<file path="src/pkg/sst_consts.svh">
// offsets, field positions, reset values and frame timing of the transfer unit
`ifndef SST_CONSTS_SVH
`define SST_CONSTS_SVH

`define SST_OFS_DATA_A 8'h00
`define SST_OFS_DATA_B 8'h04
`define SST_OFS_RX_A 8'h08
`define SST_OFS_RX_B 8'h0c
`define SST_OFS_TX_A 8'h10
`define SST_OFS_TX_B 8'h14
`define SST_OFS_CTRL 8'h18
`define SST_OFS_STATUS 8'h1c

`define SST_ADDR_IFACE 7
`define SST_CTRL_EN_B 7
`define SST_CTRL_EN_A 6
`define SST_CTRL_TYPE_B_HI 5
`define SST_CTRL_TYPE_B_LO 3
`define SST_CTRL_TYPE_A_HI 2
`define SST_CTRL_TYPE_A_LO 0
`define SST_STAT_OPEN 1
`define SST_STAT_OVF 0

`define SST_REG_RESET 8'h00

`define SST_FRAME_US 125
`define SST_RCL_KHZ 4096
`define SST_FRAME_RCL ((`SST_RCL_KHZ * `SST_FRAME_US) / 1000)
`define SST_CLOSE_PER_CHAN 16
`define SST_CLOSE_EXTRA 1

`define SST_RESP_OKAY 2'b00
`define SST_RESP_SLVERR 2'b10

`endif

</file>
<file path="src/pkg/sst_pkg.sv">
// types shared by the synchronous transfer unit
package sst_pkg;

    typedef struct packed {
        logic [7:0] awaddr;
        logic awvalid;
        logic [31:0] wdata;
        logic [3:0] wstrb;
        logic wvalid;
        logic bready;
        logic [7:0] araddr;
        logic arvalid;
        logic rready;
    } sst_axil_req_t;

    typedef struct packed {
        logic awready;
        logic wready;
        logic bvalid;
        logic [1:0] bresp;
        logic arready;
        logic rvalid;
        logic [31:0] rdata;
        logic [1:0] rresp;
    } sst_axil_rsp_t;

    // one access to data memory (pcm) or control memory data field (cfi)
    typedef struct packed {
        logic req;
        logic we;
        logic cm_sel;
        logic [6:0] addr;
        logic [7:0] wdata;
        logic [7:0] wmask;
    } sst_mem_req_t;

    typedef enum logic [5:0] {
        SST_OPEN = 6'b000001,
        SST_OVF = 6'b000010,
        SST_WR = 6'b000100,
        SST_WR_WAIT = 6'b001000,
        SST_RD_WAIT = 6'b010000,
        SST_HOLD = 6'b100000
    } sst_state_t;

endpackage

</file>
<file path="src/hdl/sst_axil_slave.sv">
// axi4-lite slave front end producing register strobes
`timescale 1ns/100ps
`default_nettype none
`include "sst_consts.svh"
module sst_axil_slave
(
    input wire logic aclk, // bus clock
    input wire logic aresetn, // sync reset, low active
    input wire sst_pkg::sst_axil_req_t axi_req, // master signals
    output sst_pkg::sst_axil_rsp_t axi_rsp, // slave signals
    output logic wr_en, // register write pulse
    output logic [7:0] wr_addr, // write byte address
    output logic [7:0] wr_data, // write low byte
    output logic wr_byte0, // low byte lane enabled
    input wire logic wr_err, // write address unmapped
    output logic rd_en, // register read pulse
    output logic [7:0] rd_addr, // read byte address
    input wire logic [7:0] rd_data, // read value
    input wire logic rd_err // read address unmapped
);
    import sst_pkg::*;

    logic aw_have_ff;
    logic w_have_ff;
    logic [7:0] aw_addr_ff;
    logic [7:0] w_data_ff;
    logic w_b0_ff;
    logic bvalid_ff;
    logic [1:0] bresp_ff;
    logic rvalid_ff;
    logic [7:0] rdata_ff;
    logic [1:0] rresp_ff;
    wire aw_take = axi_req.awvalid && !aw_have_ff;
    wire w_take = axi_req.wvalid && !w_have_ff;
    wire ar_take = axi_req.arvalid && !rvalid_ff;

    assign wr_en = aw_have_ff && w_have_ff && !bvalid_ff;
    assign wr_addr = aw_addr_ff;
    assign wr_data = w_data_ff;
    assign wr_byte0 = w_b0_ff;
    assign rd_en = ar_take;
    assign rd_addr = axi_req.araddr;

    assign axi_rsp.awready = !aw_have_ff;
    assign axi_rsp.wready = !w_have_ff;
    assign axi_rsp.bvalid = bvalid_ff;
    assign axi_rsp.bresp = bresp_ff;
    assign axi_rsp.arready = !rvalid_ff;
    assign axi_rsp.rvalid = rvalid_ff;
    assign axi_rsp.rdata = {24'h000000, rdata_ff};
    assign axi_rsp.rresp = rresp_ff;

    always_ff @(posedge aclk)
    begin
        if (!aresetn)
        begin
            aw_have_ff <= 1'b0;
            w_have_ff <= 1'b0;
            aw_addr_ff <= 8'h00;
            w_data_ff <= 8'h00;
            w_b0_ff <= 1'b0;
            bvalid_ff <= 1'b0;
            bresp_ff <= `SST_RESP_OKAY;
        end
        else
        begin
            if (aw_take)
            begin
                aw_have_ff <= 1'b1;
                aw_addr_ff <= axi_req.awaddr;
            end
            if (w_take)
            begin
                w_have_ff <= 1'b1;
                w_data_ff <= axi_req.wdata[7:0];
                w_b0_ff <= axi_req.wstrb[0];
            end
            if (wr_en)
            begin
                bvalid_ff <= 1'b1;
                bresp_ff <= wr_err ? `SST_RESP_SLVERR : `SST_RESP_OKAY;
            end
            else if (bvalid_ff && axi_req.bready)
            begin
                bvalid_ff <= 1'b0;
                aw_have_ff <= 1'b0;
                w_have_ff <= 1'b0;
            end
        end
    end

    always_ff @(posedge aclk)
    begin
        if (!aresetn)
        begin
            rvalid_ff <= 1'b0;
            rdata_ff <= 8'h00;
            rresp_ff <= `SST_RESP_OKAY;
        end
        else if (ar_take)
        begin
            rvalid_ff <= 1'b1;
            rdata_ff <= rd_err ? 8'h00 : rd_data;
            rresp_ff <= rd_err ? `SST_RESP_SLVERR : `SST_RESP_OKAY;
        end
        else if (rvalid_ff && axi_req.rready)
        begin
            rvalid_ff <= 1'b0;
        end
    end
endmodule
`default_nettype wire

</file>
<file path="src/hdl/sst_chan.sv">
// one transfer channel: data register, access flag, bit mask decode
`timescale 1ns/100ps
`default_nettype none
`include "sst_consts.svh"
module sst_chan
(
    input wire logic aclk, // clock
    input wire logic aresetn, // sync reset, low active
    input wire logic cpu_we, // software writes data register
    input wire logic [7:0] cpu_wdata, // software write value
    input wire logic cpu_touch, // software read or write of data
    input wire logic clr_touch, // window closes
    input wire logic load_en, // receive location loaded
    input wire logic [7:0] load_data, // value read from memory
    input wire logic [2:0] chan_type, // channel type code
    input wire logic rx_cfi, // source is subscriber interface
    input wire logic tx_cfi, // destination is subscriber interface
    output logic [7:0] data, // data register
    output logic [7:0] rx_mask, // bits taken from receive slot
    output logic [7:0] tx_mask, // bits written to transmit slot
    output logic touched // accessed since window opened
);
    import sst_pkg::*;

    logic [7:0] data_ff;
    logic touched_ff;
    logic [7:0] type_mask;

    // bit 7 is first serial bit, so masks name register bits directly
    always_comb
    begin
        case (chan_type)
            3'h1: type_mask = 8'hff;
            3'h2: type_mask = 8'h0f;
            3'h3: type_mask = 8'hf0;
            3'h4: type_mask = 8'h03;
            3'h5: type_mask = 8'h0c;
            3'h6: type_mask = 8'h30;
            3'h7: type_mask = 8'hc0;
            default: type_mask = 8'h00;
        endcase
    end

    // subscriber side always moves the whole byte
    assign rx_mask = rx_cfi ? 8'hff : type_mask;
    assign tx_mask = tx_cfi ? 8'hff : type_mask;
    assign data = data_ff;
    assign touched = touched_ff;

    always_ff @(posedge aclk)
    begin
        if (!aresetn)
        begin
            data_ff <= `SST_REG_RESET;
            touched_ff <= 1'b0;
        end
        else
        begin
            if (load_en)
                data_ff <= (data_ff & ~rx_mask) |
                    (load_data & rx_mask);
            else if (cpu_we)
                data_ff <= cpu_wdata;
            if (cpu_touch)
                touched_ff <= 1'b1;
            else if (clr_touch)
                touched_ff <= 1'b0;
        end
    end
endmodule
`default_nettype wire

</file>
<file path="src/hdl/sst_top.sv">
// two-channel frame synchronous transfer unit with axi4-lite registers
// Notes on behaviour
// - transfer writes overwrite any idle code stored at the target
// - pcm exchange may be limited to a 2-bit or 4-bit sub-slot
// - subscriber side uses control memory data field, not data memory
// - window-open event when access window opens; data registers usable then
// - overflow event if enabled channel untouched, before memory transfers
// - without new software value, last received value is transmitted
// - both events at fixed frame points, independent of slot positions
// - transfer cycle repeats once per 125 us frame
// - window closed at most 16 periods per enabled channel plus one
// - data bit 7 is first serial bit, bit 0 the last
// - receive address bit 7 picks interface, bits 6..0 port and slot
// - transmit address bit 7 picks interface, bits 6..0 port and slot
// - control bit 7 enables channel b, bit 6 channel a
// - control type fields: bits 5..3 for b, bits 2..0 for a
// - type codes: 000 illegal, 001 byte, 010/011 nibbles, 1xx bit pairs
// - window-open event only while at least one channel enabled
// - reading status clears window-open and overflow flags
//
// Design decisions made here: the AXI4-Lite interface to the registers and the address map.
`timescale 1ns/100ps
`default_nettype none
`include "sst_consts.svh"
module sst_top
(
    input wire logic aclk, // clock, 10 MHz
    input wire logic aresetn, // sync reset, low active
    input wire sst_pkg::sst_axil_req_t axi_req, // register bus in
    output sst_pkg::sst_axil_rsp_t axi_rsp, // register bus out
    input wire logic reference_clock, // frame reference clock pin
    output sst_pkg::sst_mem_req_t mem_req, // memory access request
    input wire logic mem_ack, // memory access done
    input wire logic [7:0] mem_rdata, // memory read value with ack
    output logic window_open, // access window open
    output logic window_open_event, // window opened, one cycle
    output logic window_overflow_event // data untouched, one cycle
);
    import sst_pkg::*;

    localparam logic [9:0] FRAME_RCL = 10'(`SST_FRAME_RCL);
    localparam logic [9:0] CLOSE_PER_CHAN = 10'(`SST_CLOSE_PER_CHAN);
    localparam logic [9:0] CLOSE_EXTRA = 10'(`SST_CLOSE_EXTRA);

    logic [7:0] rx_a_ff;
    logic [7:0] rx_b_ff;
    logic [7:0] tx_a_ff;
    logic [7:0] tx_b_ff;
    logic [7:0] ctrl_ff;
    logic [1:0] stat_ff;
    logic rcl_s1_ff;
    logic rcl_s2_ff;
    logic rcl_s3_ff;
    logic [9:0] rcl_cnt_ff;
    logic [9:0] close_end_ff;
    logic [1:0] en_ff;
    logic ch_ff;
    logic open_ff;
    logic open_evt_ff;
    logic ovf_evt_ff;
    sst_state_t state_ff;
    sst_mem_req_t mem_ff;

    logic wr_en;
    logic [7:0] wr_addr;
    logic [7:0] wr_data;
    logic wr_byte0;
    logic rd_en;
    logic [7:0] rd_addr;
    logic [7:0] rd_data;
    logic [7:0] data_a;
    logic [7:0] data_b;
    logic [7:0] rx_mask_a;
    logic [7:0] rx_mask_b;
    logic [7:0] tx_mask_a;
    logic [7:0] tx_mask_b;
    logic touched_a;
    logic touched_b;
    logic wr_unmapped;
    logic rd_unmapped;
    logic rd_data_sel_none;

    sst_axil_slave u_bus
    (
        .aclk(aclk),
        .aresetn(aresetn),
        .axi_req(axi_req),
        .axi_rsp(axi_rsp),
        .wr_en(wr_en),
        .wr_addr(wr_addr),
        .wr_data(wr_data),
        .wr_byte0(wr_byte0),
        .wr_err(wr_unmapped),
        .rd_en(rd_en),
        .rd_addr(rd_addr),
        .rd_data(rd_data),
        .rd_err(rd_unmapped)
    );

    // address decode
    wire w_data_a = wr_addr == `SST_OFS_DATA_A;
    wire w_data_b = wr_addr == `SST_OFS_DATA_B;
    wire w_rx_a = wr_addr == `SST_OFS_RX_A;
    wire w_rx_b = wr_addr == `SST_OFS_RX_B;
    wire w_tx_a = wr_addr == `SST_OFS_TX_A;
    wire w_tx_b = wr_addr == `SST_OFS_TX_B;
    wire w_ctrl = wr_addr == `SST_OFS_CTRL;
    wire w_stat = wr_addr == `SST_OFS_STATUS;
    assign wr_unmapped = !(w_data_a || w_data_b || w_rx_a || w_rx_b ||
        w_tx_a || w_tx_b || w_ctrl || w_stat);
    wire wr_go = wr_en && wr_byte0;
    wire r_data_a = rd_addr == `SST_OFS_DATA_A;
    wire r_data_b = rd_addr == `SST_OFS_DATA_B;
    wire r_stat = rd_addr == `SST_OFS_STATUS;
    assign rd_unmapped = rd_data_sel_none;

    always_comb
    begin
        rd_data_sel_none = 1'b0;
        if (r_data_a)
            rd_data = data_a;
        else if (r_data_b)
            rd_data = data_b;
        else if (rd_addr == `SST_OFS_RX_A)
            rd_data = rx_a_ff;
        else if (rd_addr == `SST_OFS_RX_B)
            rd_data = rx_b_ff;
        else if (rd_addr == `SST_OFS_TX_A)
            rd_data = tx_a_ff;
        else if (rd_addr == `SST_OFS_TX_B)
            rd_data = tx_b_ff;
        else if (rd_addr == `SST_OFS_CTRL)
            rd_data = ctrl_ff;
        else if (r_stat)
            rd_data = {6'h00, stat_ff};
        else
        begin
            rd_data = 8'h00;
            rd_data_sel_none = 1'b1;
        end
    end

    // data register traffic counts only while the window is open
    wire touch_a = open_ff && ((rd_en && r_data_a) || (wr_go && w_data_a));
    wire touch_b = open_ff && ((rd_en && r_data_b) || (wr_go && w_data_b));
    wire [1:0] en_now = {ctrl_ff[`SST_CTRL_EN_B],
        ctrl_ff[`SST_CTRL_EN_A]};
    wire [2:0] type_a =
        ctrl_ff[`SST_CTRL_TYPE_A_HI:`SST_CTRL_TYPE_A_LO];
    wire [2:0] type_b =
        ctrl_ff[`SST_CTRL_TYPE_B_HI:`SST_CTRL_TYPE_B_LO];
    wire load_hit = state_ff == SST_RD_WAIT && mem_ack;

    sst_chan u_chan_a
    (
        .aclk(aclk),
        .aresetn(aresetn),
        .cpu_we(wr_go && w_data_a && open_ff),
        .cpu_wdata(wr_data),
        .cpu_touch(touch_a),
        .clr_touch(state_ff == SST_OVF),
        .load_en(load_hit && !ch_ff),
        .load_data(mem_rdata),
        .chan_type(type_a),
        .rx_cfi(rx_a_ff[`SST_ADDR_IFACE]),
        .tx_cfi(tx_a_ff[`SST_ADDR_IFACE]),
        .data(data_a),
        .rx_mask(rx_mask_a),
        .tx_mask(tx_mask_a),
        .touched(touched_a)
    );

    sst_chan u_chan_b
    (
        .aclk(aclk),
        .aresetn(aresetn),
        .cpu_we(wr_go && w_data_b && open_ff),
        .cpu_wdata(wr_data),
        .cpu_touch(touch_b),
        .clr_touch(state_ff == SST_OVF),
        .load_en(load_hit && ch_ff),
        .load_data(mem_rdata),
        .chan_type(type_b),
        .rx_cfi(rx_b_ff[`SST_ADDR_IFACE]),
        .tx_cfi(tx_b_ff[`SST_ADDR_IFACE]),
        .data(data_b),
        .rx_mask(rx_mask_b),
        .tx_mask(tx_mask_b),
        .touched(touched_b)
    );

    always_ff @(posedge aclk)
    begin
        if (!aresetn)
        begin
            rx_a_ff <= `SST_REG_RESET;
            rx_b_ff <= `SST_REG_RESET;
            tx_a_ff <= `SST_REG_RESET;
            tx_b_ff <= `SST_REG_RESET;
            ctrl_ff <= `SST_REG_RESET;
        end
        else if (wr_go)
        begin
            if (w_rx_a)
                rx_a_ff <= wr_data;
            else if (w_rx_b)
                rx_b_ff <= wr_data;
            else if (w_tx_a)
                tx_a_ff <= wr_data;
            else if (w_tx_b)
                tx_b_ff <= wr_data;
            else if (w_ctrl)
                ctrl_ff <= wr_data;
        end
    end

    // reference clock pin resynchronised before edge detection
    wire rcl_rise = rcl_s2_ff && !rcl_s3_ff;
    wire frame_start = rcl_rise && rcl_cnt_ff == FRAME_RCL - 10'd1;
    wire [9:0] nxt_close_end = CLOSE_PER_CHAN * 10'(en_now[0]) +
        CLOSE_PER_CHAN * 10'(en_now[1]) + CLOSE_EXTRA;

    always_ff @(posedge aclk)
    begin
        if (!aresetn)
        begin
            rcl_s1_ff <= 1'b0;
            rcl_s2_ff <= 1'b0;
            rcl_s3_ff <= 1'b0;
            rcl_cnt_ff <= 10'd0;
        end
        else
        begin
            rcl_s1_ff <= reference_clock;
            rcl_s2_ff <= rcl_s1_ff;
            rcl_s3_ff <= rcl_s2_ff;
            if (frame_start)
                rcl_cnt_ff <= 10'd0;
            else if (rcl_rise)
                rcl_cnt_ff <= rcl_cnt_ff + 10'd1;
        end
    end

    // transfer sequencer: overflow check, store then load per channel
    wire [1:0] untouched = en_ff & ~{touched_b, touched_a};
    // closed span counts the frame start rise, so open one rise earlier
    wire open_point = rcl_rise && rcl_cnt_ff == close_end_ff - 10'd1;
    wire next_ch_ok = !ch_ff && en_ff[1];
    wire [7:0] tx_addr = ch_ff ? tx_b_ff : tx_a_ff;
    wire [7:0] rx_addr = ch_ff ? rx_b_ff : rx_a_ff;

    always_ff @(posedge aclk)
    begin
        if (!aresetn)
        begin
            state_ff <= SST_OPEN;
            ch_ff <= 1'b0;
            en_ff <= 2'b00;
            close_end_ff <= 10'd0;
            open_ff <= 1'b0;
            open_evt_ff <= 1'b0;
            ovf_evt_ff <= 1'b0;
            mem_ff <= '0;
        end
        else
        begin
            open_evt_ff <= 1'b0;
            ovf_evt_ff <= 1'b0;
            case (state_ff)
                SST_OPEN:
                    if (frame_start && en_now != 2'b00)
                    begin
                        en_ff <= en_now;
                        close_end_ff <= nxt_close_end;
                        open_ff <= 1'b0;
                        state_ff <= SST_OVF;
                    end
                    else if (frame_start)
                        open_ff <= 1'b0;
                SST_OVF:
                begin
                    ovf_evt_ff <= untouched != 2'b00;
                    ch_ff <= !en_ff[0];
                    state_ff <= SST_WR;
                end
                SST_WR:
                begin
                    // data register goes out first, so unchanged data repeats
                    mem_ff.req <= 1'b1;
                    mem_ff.we <= 1'b1;
                    mem_ff.cm_sel <= tx_addr[`SST_ADDR_IFACE];
                    mem_ff.addr <= tx_addr[6:0];
                    mem_ff.wdata <= ch_ff ? data_b : data_a;
                    mem_ff.wmask <= ch_ff ? tx_mask_b : tx_mask_a;
                    state_ff <= SST_WR_WAIT;
                end
                SST_WR_WAIT:
                    if (mem_ack)
                    begin
                        mem_ff.we <= 1'b0;
                        mem_ff.cm_sel <= rx_addr[`SST_ADDR_IFACE];
                        mem_ff.addr <= rx_addr[6:0];
                        mem_ff.wmask <= 8'h00;
                        state_ff <= SST_RD_WAIT;
                    end
                SST_RD_WAIT:
                    if (mem_ack)
                    begin
                        mem_ff.req <= 1'b0;
                        if (next_ch_ok)
                        begin
                            ch_ff <= 1'b1;
                            state_ff <= SST_WR;
                        end
                        else
                            state_ff <= SST_HOLD;
                    end
                SST_HOLD:
                    if (open_point)
                    begin
                        open_ff <= 1'b1;
                        open_evt_ff <= 1'b1;
                        state_ff <= SST_OPEN;
                    end
                default:
                    state_ff <= SST_OPEN;
            endcase
        end
    end

    // status flags: a new event beats the clear of a read
    wire [1:0] stat_set = {open_evt_ff, ovf_evt_ff};
    wire [1:0] stat_clr = (rd_en && r_stat) ? 2'b11 : 2'b00;

    always_ff @(posedge aclk)
    begin
        if (!aresetn)
            stat_ff <= 2'b00;
        else
            stat_ff <= (stat_ff & ~stat_clr) | stat_set;
    end

    assign mem_req = mem_ff;
    assign window_open = open_ff;
    assign window_open_event = open_evt_ff;
    assign window_overflow_event = ovf_evt_ff;
endmodule
`default_nettype wire

</file>
<file path="config.mk">
export PLATFORM = sky130hd
export DESIGN_NAME = sst_top
export DESIGN_NICKNAME = d
export VERILOG_FILES = /design/src/pkg/sst_pkg.sv /design/src/hdl/sst_axil_slave.sv /design/src/hdl/sst_chan.sv /design/src/hdl/sst_top.sv
export VERILOG_INCLUDE_DIRS = /design/src /design/src/pkg
export SDC_FILE = /design/constraint.sdc
export NUM_CORES = 1
export LEC_CHECK = 0
export BUFFER_PORTS_ARGS = -buffer_cell sky130_fd_sc_hd__buf_2
export CAP_MARGIN = 25
export CORE_ASPECT_RATIO = 1.4
export CORE_UTILIZATION = 30
export CTS_BUF_LIST = sky130_fd_sc_hd__clkbuf_2
export CTS_CLUSTER_SIZE = 10
export DETAILED_ROUTE_END_ITERATION = 7
export SYNTH_ARGS = -nofsm -noshare
export SYNTH_HDL_FRONTEND = slang
export SYNTH_SLANG_ARGS = --single-unit
</file>
<file path="constraint.sdc">
create_clock -name aclk -period 2.87 [get_ports aclk]
set_clock_uncertainty 0.05 [all_clocks]
set_input_delay 0.4305 -clock aclk [delete_from_list [all_inputs] [get_ports aclk]]
set_output_delay 0.4305 -clock aclk [all_outputs]
set_load 0.005 [all_outputs]
</file>
==> run summary, run 1 <==
Chip Width - 131.6 microns
maxcap violations - 0
setup TNS - 0 ns
postcts setup bufs - 0
Tmin final - 2.462 ns
vias per cell - 4.943
critical path class - flip-flop to flip-flop
Worst Path Max Fanout - 8
clock transition at the registers of the reported paths - 0.21 ns
Iter 0 DRT Violations - 388
fin crit share - 0.8578
arrival time worst endpoint - 3.05 ns
crit start category - flip-flop
Worst-Margin Slew - 0.8844 ns
wire length per cell - 16.33 microns
IO Pins - 139
Root Driver - clkbuf_2
hold_ws - 0.06028 ns
max_slew headroom - 0.4092
pin count of the biggest net entering global routing - 64
chip height - 183.5 microns
outcome - finished clean
Synth area leader - dfxtp_1
nets - 972
Slew Viols, Final - 0
Min-Delay Path Class - primary input to flip-flop
die area - 24150 sq um
post-route ant nets - 0
initial antenna violation count - 2
routed wl met3 - 1.078 mm
Syn Inst Count - 813
Initial Utilization - 0.3052
Clock Latency Late Sink - 0.74 ns
Top Family by Delay on Critical Path - simple AND/OR/NAND/NOR gates
Setup Viol. Count Final - 0
Post-Layout Cell Count - 1219
EDFF count, synth - 0
mux cell area share after synthesis - 0.1081
DR top layer - met5
Post-DP Area - 7606 sq um
Critical Path End Type - flip-flop
Top FF cell, synth - dfxtp_1
Crit-path slowest cell - and4_1
fill count - 2435
Post-CTS Resized - 0
LEAKAGE - 3.083 nW
fraction of layout cells with a size suffix above 1 - 0.1908
largest family of logic cells by synthesized area - simple AND/OR/NAND/NOR gates
CP bufs+invs - 0
Avg Inst Size Synth - 8.681 sq um
CTS tree - done
post-synthesis sequential area ratio - 0.3999
most frequent cells in the layout - dfxtp_1, nand2_1, buf_2
vias in the first global route - 5726
synthesized flop and latch total - 141
Worst IR Drop VDD - 0.0002304 V
final WL - 19.91 mm
first-pass GRT wire length - 31.22 mm
Reg area - 2823 sq um
synth unique cells - 67
Synth area leaders - dfxtp_1, mux2i_1, nand2_1, a21oi_1, nor2_1
clock tree sinks - 141
CTS Buffer Depth - 2
RSZ-0062 raised after global routing - no
placed cell count - 1154
commonest non-fill, non-tap cell in the layout - dfxtp_1
worst setup margin - 0.4080 ns
Max Fclk - 406.2 MHz
FP Rows - 66
yosys warns - 0
CTS H-tree depth - 4
Synth Area in Simple Gates - 0.2184
flop-to-flop setup slack - 0.41 ns
total core area - 23120 sq um
drt pass-1 iters - 5
GRT Overall Usage - 0.1672
Post-Route Utilization - 0.3547
total grt overflow - 0
Via Count - 6025
dpl hpwl - 14.56 mm
PwrDens - 444.5 nW/um^2
gpl congestion - 0.9051
XOR/XNOR Fraction of Synth Area - 0.02056
Post-synth ARST share - 0
metal2 WL - 9.772 mm
Synth Area in Adders - 0.007091
Synth Area in Compound Gates - 0.1640
Required @ worst endpoint - 3.46 ns
Final Hold Vio Count - 0
multi-input combinational cell area - 3761 sq um
CTS Buf Count - 17
total power draw - 3.645 mW
share of the synthesized area in the top cell type - 0.3999
Port Buffers - 85
mapped cell area - 7058 sq um
pre-CTS WS - 0.4526 ns
crit-path max cell delay - 0.66 ns
DRC - 0
final instance area - 8200 sq um
Layout Area Growth over Synthesis - 16.19%
critical path, cell by cell - or4_4 > nor3_2 > and4_1 > mux2i_1 > nor2_1
wl on met1 - 8.371 mm
==> what timing repair did <==
| action | in CTS | in global routing |
|---|---|---|
| hold buffers | 32 | 0 |
| hold endpoints to repair | 34 | 0 |
| endpoints found under the setup margin | 0 | 0 |
==> logic make-up (layout without fill, tap and decap cells) <==
family          after synthesis  count (layout)
compound gates              175             175
xor+xnor                     15              15
fa+ha+maj                     4               4
buf+inv                     109             183
flops                       141             141
mux                          61              61
other cells                   1              27
simple gates                307             307
==> routing by layer <==
metal,track usage,vias to the layer above
li1,-,2984
met1,0.1991,2795
met2,0.2895,206
met3,0.02923,38
met4,0.08233,2
met5,0,-
==> Yosys cell counts, drive strengths merged (4+ instances only) <==
master    n
nand2   105
mux2i    44
a211oi   16
a22oi     9
mux2      6
nand2b   12
nor3     23
nor3b     6
o311ai    4
and4      6
ha        4
mux4     11
a21o      4
nand3b    8
a21oi    67
clkbuf   33
and2      7
nor2     78
buf      58
o21ai    25
xor2      5
o221a    11
a211o     4
nor4      6
nor2b    13
nand4     8
xnor2     9
inv      17
and3      7
or4       6
nand3    13
o21a     14
dfxtp   141
==> final cells by class <==
class	instances	share of cell area
Multi-Input combinational cell	588	0.4587
Timing Repair Buffer	133	0.1086
Antenna cell	1	0.0003052
Clock buffer	21	0.01282
Tap cell	306	0.04669
Sequential cell	141	0.3442
Clock inverter	11	0.02029
Inverter	18	0.008392
==> power breakdown <==
group | internal [mW] | switching (mW) | total (mW)
Sequential | 1.99 | 0.0435 | 2.03
Combinational | 0.126 | 0.160 | 0.286
Clock | 0.585 | 0.740 | 1.33
==> worst min-delay path, cell delays in order <==
cell and delay (ns):
buf_2 0.18, a21oi_1 0.15, nor2_1 0.04
==> worst paths after layout <==
| check | from | to | cells past startpoint |
|---|---|---|---|
| min | mem_ack | state_ff[4]$_SDFFE_PN0P_ | 3 |
| max | u_bus.wr_addr[0]$_SDFFE_PN0P_ | rx_b_ff[2]$_SDFFE_PN0P_ | 5 |
| max reg2reg | u_bus.wr_addr[0]$_SDFFE_PN0P_ | rx_b_ff[2]$_SDFFE_PN0P_ | 5 |
| min reg2reg | u_bus.rdata_ff[2]$_SDFFE_PN0P_ | u_bus.rdata_ff[2]$_SDFFE_PN0P_ | 2 |
(Power assumes the default switching activity.)
==> run 2, diff against run 1 <==
CORE_ASPECT_RATIO = default   (was 1.4)
PLACE_DENSITY_LB_ADDON = 0.05   (was default)
==> run 2 against run 1 <==
Cell area rose by 1.1%. Register-to-register slack gained 0.04 ns. Combinational power is 5% higher. Worst setup slack improved by 0.040 ns. Critical endpoint is now mem_req[22]$_SDFFE_PN0P_. Largest power group unchanged. Critical path type unchanged. Non-clock buffer count increased by 8. First-iteration DRC count down 15%. Clock power up 9%.
==> run summary, run 2 (synthesis gave the netlist of run 1 again) <==
die area - 24140 sq um
vias per cell - 4.938
final WL - 21.69 mm
first-pass GRT wire length - 33.19 mm
flop-to-flop setup slack - 0.45 ns
commonest non-fill, non-tap cell in the layout - dfxtp_1
Setup Viol. Count Final - 0
Max Fclk - 412.9 MHz
initial antenna violation count - 2
Layout Area Growth over Synthesis - 17.50%
Tmin final - 2.422 ns
Min-Delay Path Class - primary input to flip-flop
Worst-Margin Slew - 0.9053 ns
Via Count - 6093
arrival time worst endpoint - 3.02 ns
PwrDens - 455.9 nW/um^2
Chip Width - 155.4 microns
Port Buffers - 85
crit-path max cell delay - 0.64 ns
dpl hpwl - 16.00 mm
DRC - 0
GRT Overall Usage - 0.1826
FP Rows - 55
crit start category - flip-flop
Post-CTS Resized - 0
Root Driver - clkbuf_2
reg2reg end - mem_req[22]$_SDFFE_PN0P_
hold_buf cts - 32
max_slew headroom - 0.3952
critical path class - flip-flop to flip-flop
total power draw - 3.781 mW
Slew Viols, Final - 0
LEAKAGE - 3.132 nW
Final Hold Vio Count - 0
critical path, cell by cell - or4_4 > nor3b_4 > buf_4 > mux4_1 > nand2_1 > a21oi_1
worst r2r src - state_ff[5]$_SDFFE_PN0P_
drt pass-1 iters - 5
Critical Path End Type - flip-flop
RSZ-0062 raised after global routing - no
most frequent cells in the layout - dfxtp_1, nand2_1, buf_2
fraction of layout cells with a size suffix above 1 - 0.1957
chip height - 155.4 microns
nets - 980
wire length per cell - 17.58 microns
Initial Utilization - 0.3089
maxcap violations - 0
Worst Path Max Fanout - 11
IO Pins - 139
CTS Buffer Depth - 2
gpl congestion - 0.8274
fin crit share - 0.8439
clock tree sinks - 141
total grt overflow - 0
Worst IR Drop VDD - 0.0002294 V
Crit-path slowest cell - mux4_1
Required @ worst endpoint - 3.46 ns
capture point of the critical path - mem_req[22]$_SDFFE_PN0P_
CTS tree - done
Worst R2R Path Depth - 6
pin count of the biggest net entering global routing - 31
CTS Buf Count - 17
Clock Latency Late Sink - 0.76 ns
vias in the first global route - 5781
CTS H-tree depth - 4
beginning of the critical path - state_ff[5]$_SDFFE_PN0P_
clock transition at the registers of the reported paths - 0.22 ns
post-route ant nets - 0
postcts setup bufs - 0
Iter 0 DRT Violations - 331
setup TNS - 0 ns
total core area - 22850 sq um
outcome - finished clean
==> run 2: area by class of cell <==
| cell class | count | area, sq um |
|---|---|---|
| Antenna cell | 1 | 2.502 |
| Clock buffer | 21 | 105.1 |
| Clock inverter | 11 | 191.4 |
| Fill cell | 2447 | 14550 |
| Inverter | 18 | 68.82 |
| Multi-Input combinational cell | 588 | 3755 |
| Sequential cell | 141 | 2823 |
| Tap cell | 313 | 391.6 |
| Timing Repair Buffer | 141 | 955.9 |
==> run 2: layer usage <==
layer	global-route usage	share of wire	vias to the layer above
li1	-	-	3007
met1	0.2484	0.49	2907
met2	0.2896	0.45	157
met3	0.04206	0.045	20
met4	0.04809	0.012	2
met5	0	0.00051	-
==> run 2: metrics by stage <==
step           hold WS [ns]  cells  cell area, sq um  setup slack, ns  utilization
2_1_floorplan        0.3619    838              7152           0.7125            -
3_3_place_gp         0.3721   1167              7654           0.4797       0.3350
3_5_place_dp         0.3825   1167              7654           0.4477       0.3350
4_1_cts            0.002673   1231              8270           0.4059       0.3620
5_1_grt             0.04774   1234              8293           0.3323       0.3630
6_report             0.1216   1234              8293           0.4481       0.3630
==> run 2: power by group <==
group	switching, mW	internal (mW)	total, mW	leakage (nW)
clock network	0.777	0.672	1.45	0.174
logic	0.166	0.133	0.299	1.82
registers	0.0419	1.99	2.03	1.14
==> run 2: worst min-delay path by stage <==
stage / from / to / cells after the start
floorplan: rcl_s1_ff$_SDFF_PN0_ / rcl_s2_ff$_SDFF_PN0_ / 1
global placement: rcl_s1_ff$_SDFF_PN0_ / rcl_s2_ff$_SDFF_PN0_ / 1
detailed placement: rcl_s1_ff$_SDFF_PN0_ / rcl_s2_ff$_SDFF_PN0_ / 1
CTS: mem_rdata[0] / flip-flop / 3
global route: aresetn / flip-flop / 4
finish: axi_req[1] / u_bus.rvalid_ff$_SDFFE_PN0P_ / 3
==> run 2: critical path, delay by kind of cell, from the launching register on <==
kind / cells / cell delay (ns)
DFF: 1 / 0.41
and+or+nand+nor: 3 / 0.88
buffers and inverters: 1 / 0.30
AOI/OAI and AO/OA: 1 / 0.06
muxes: 1 / 0.64
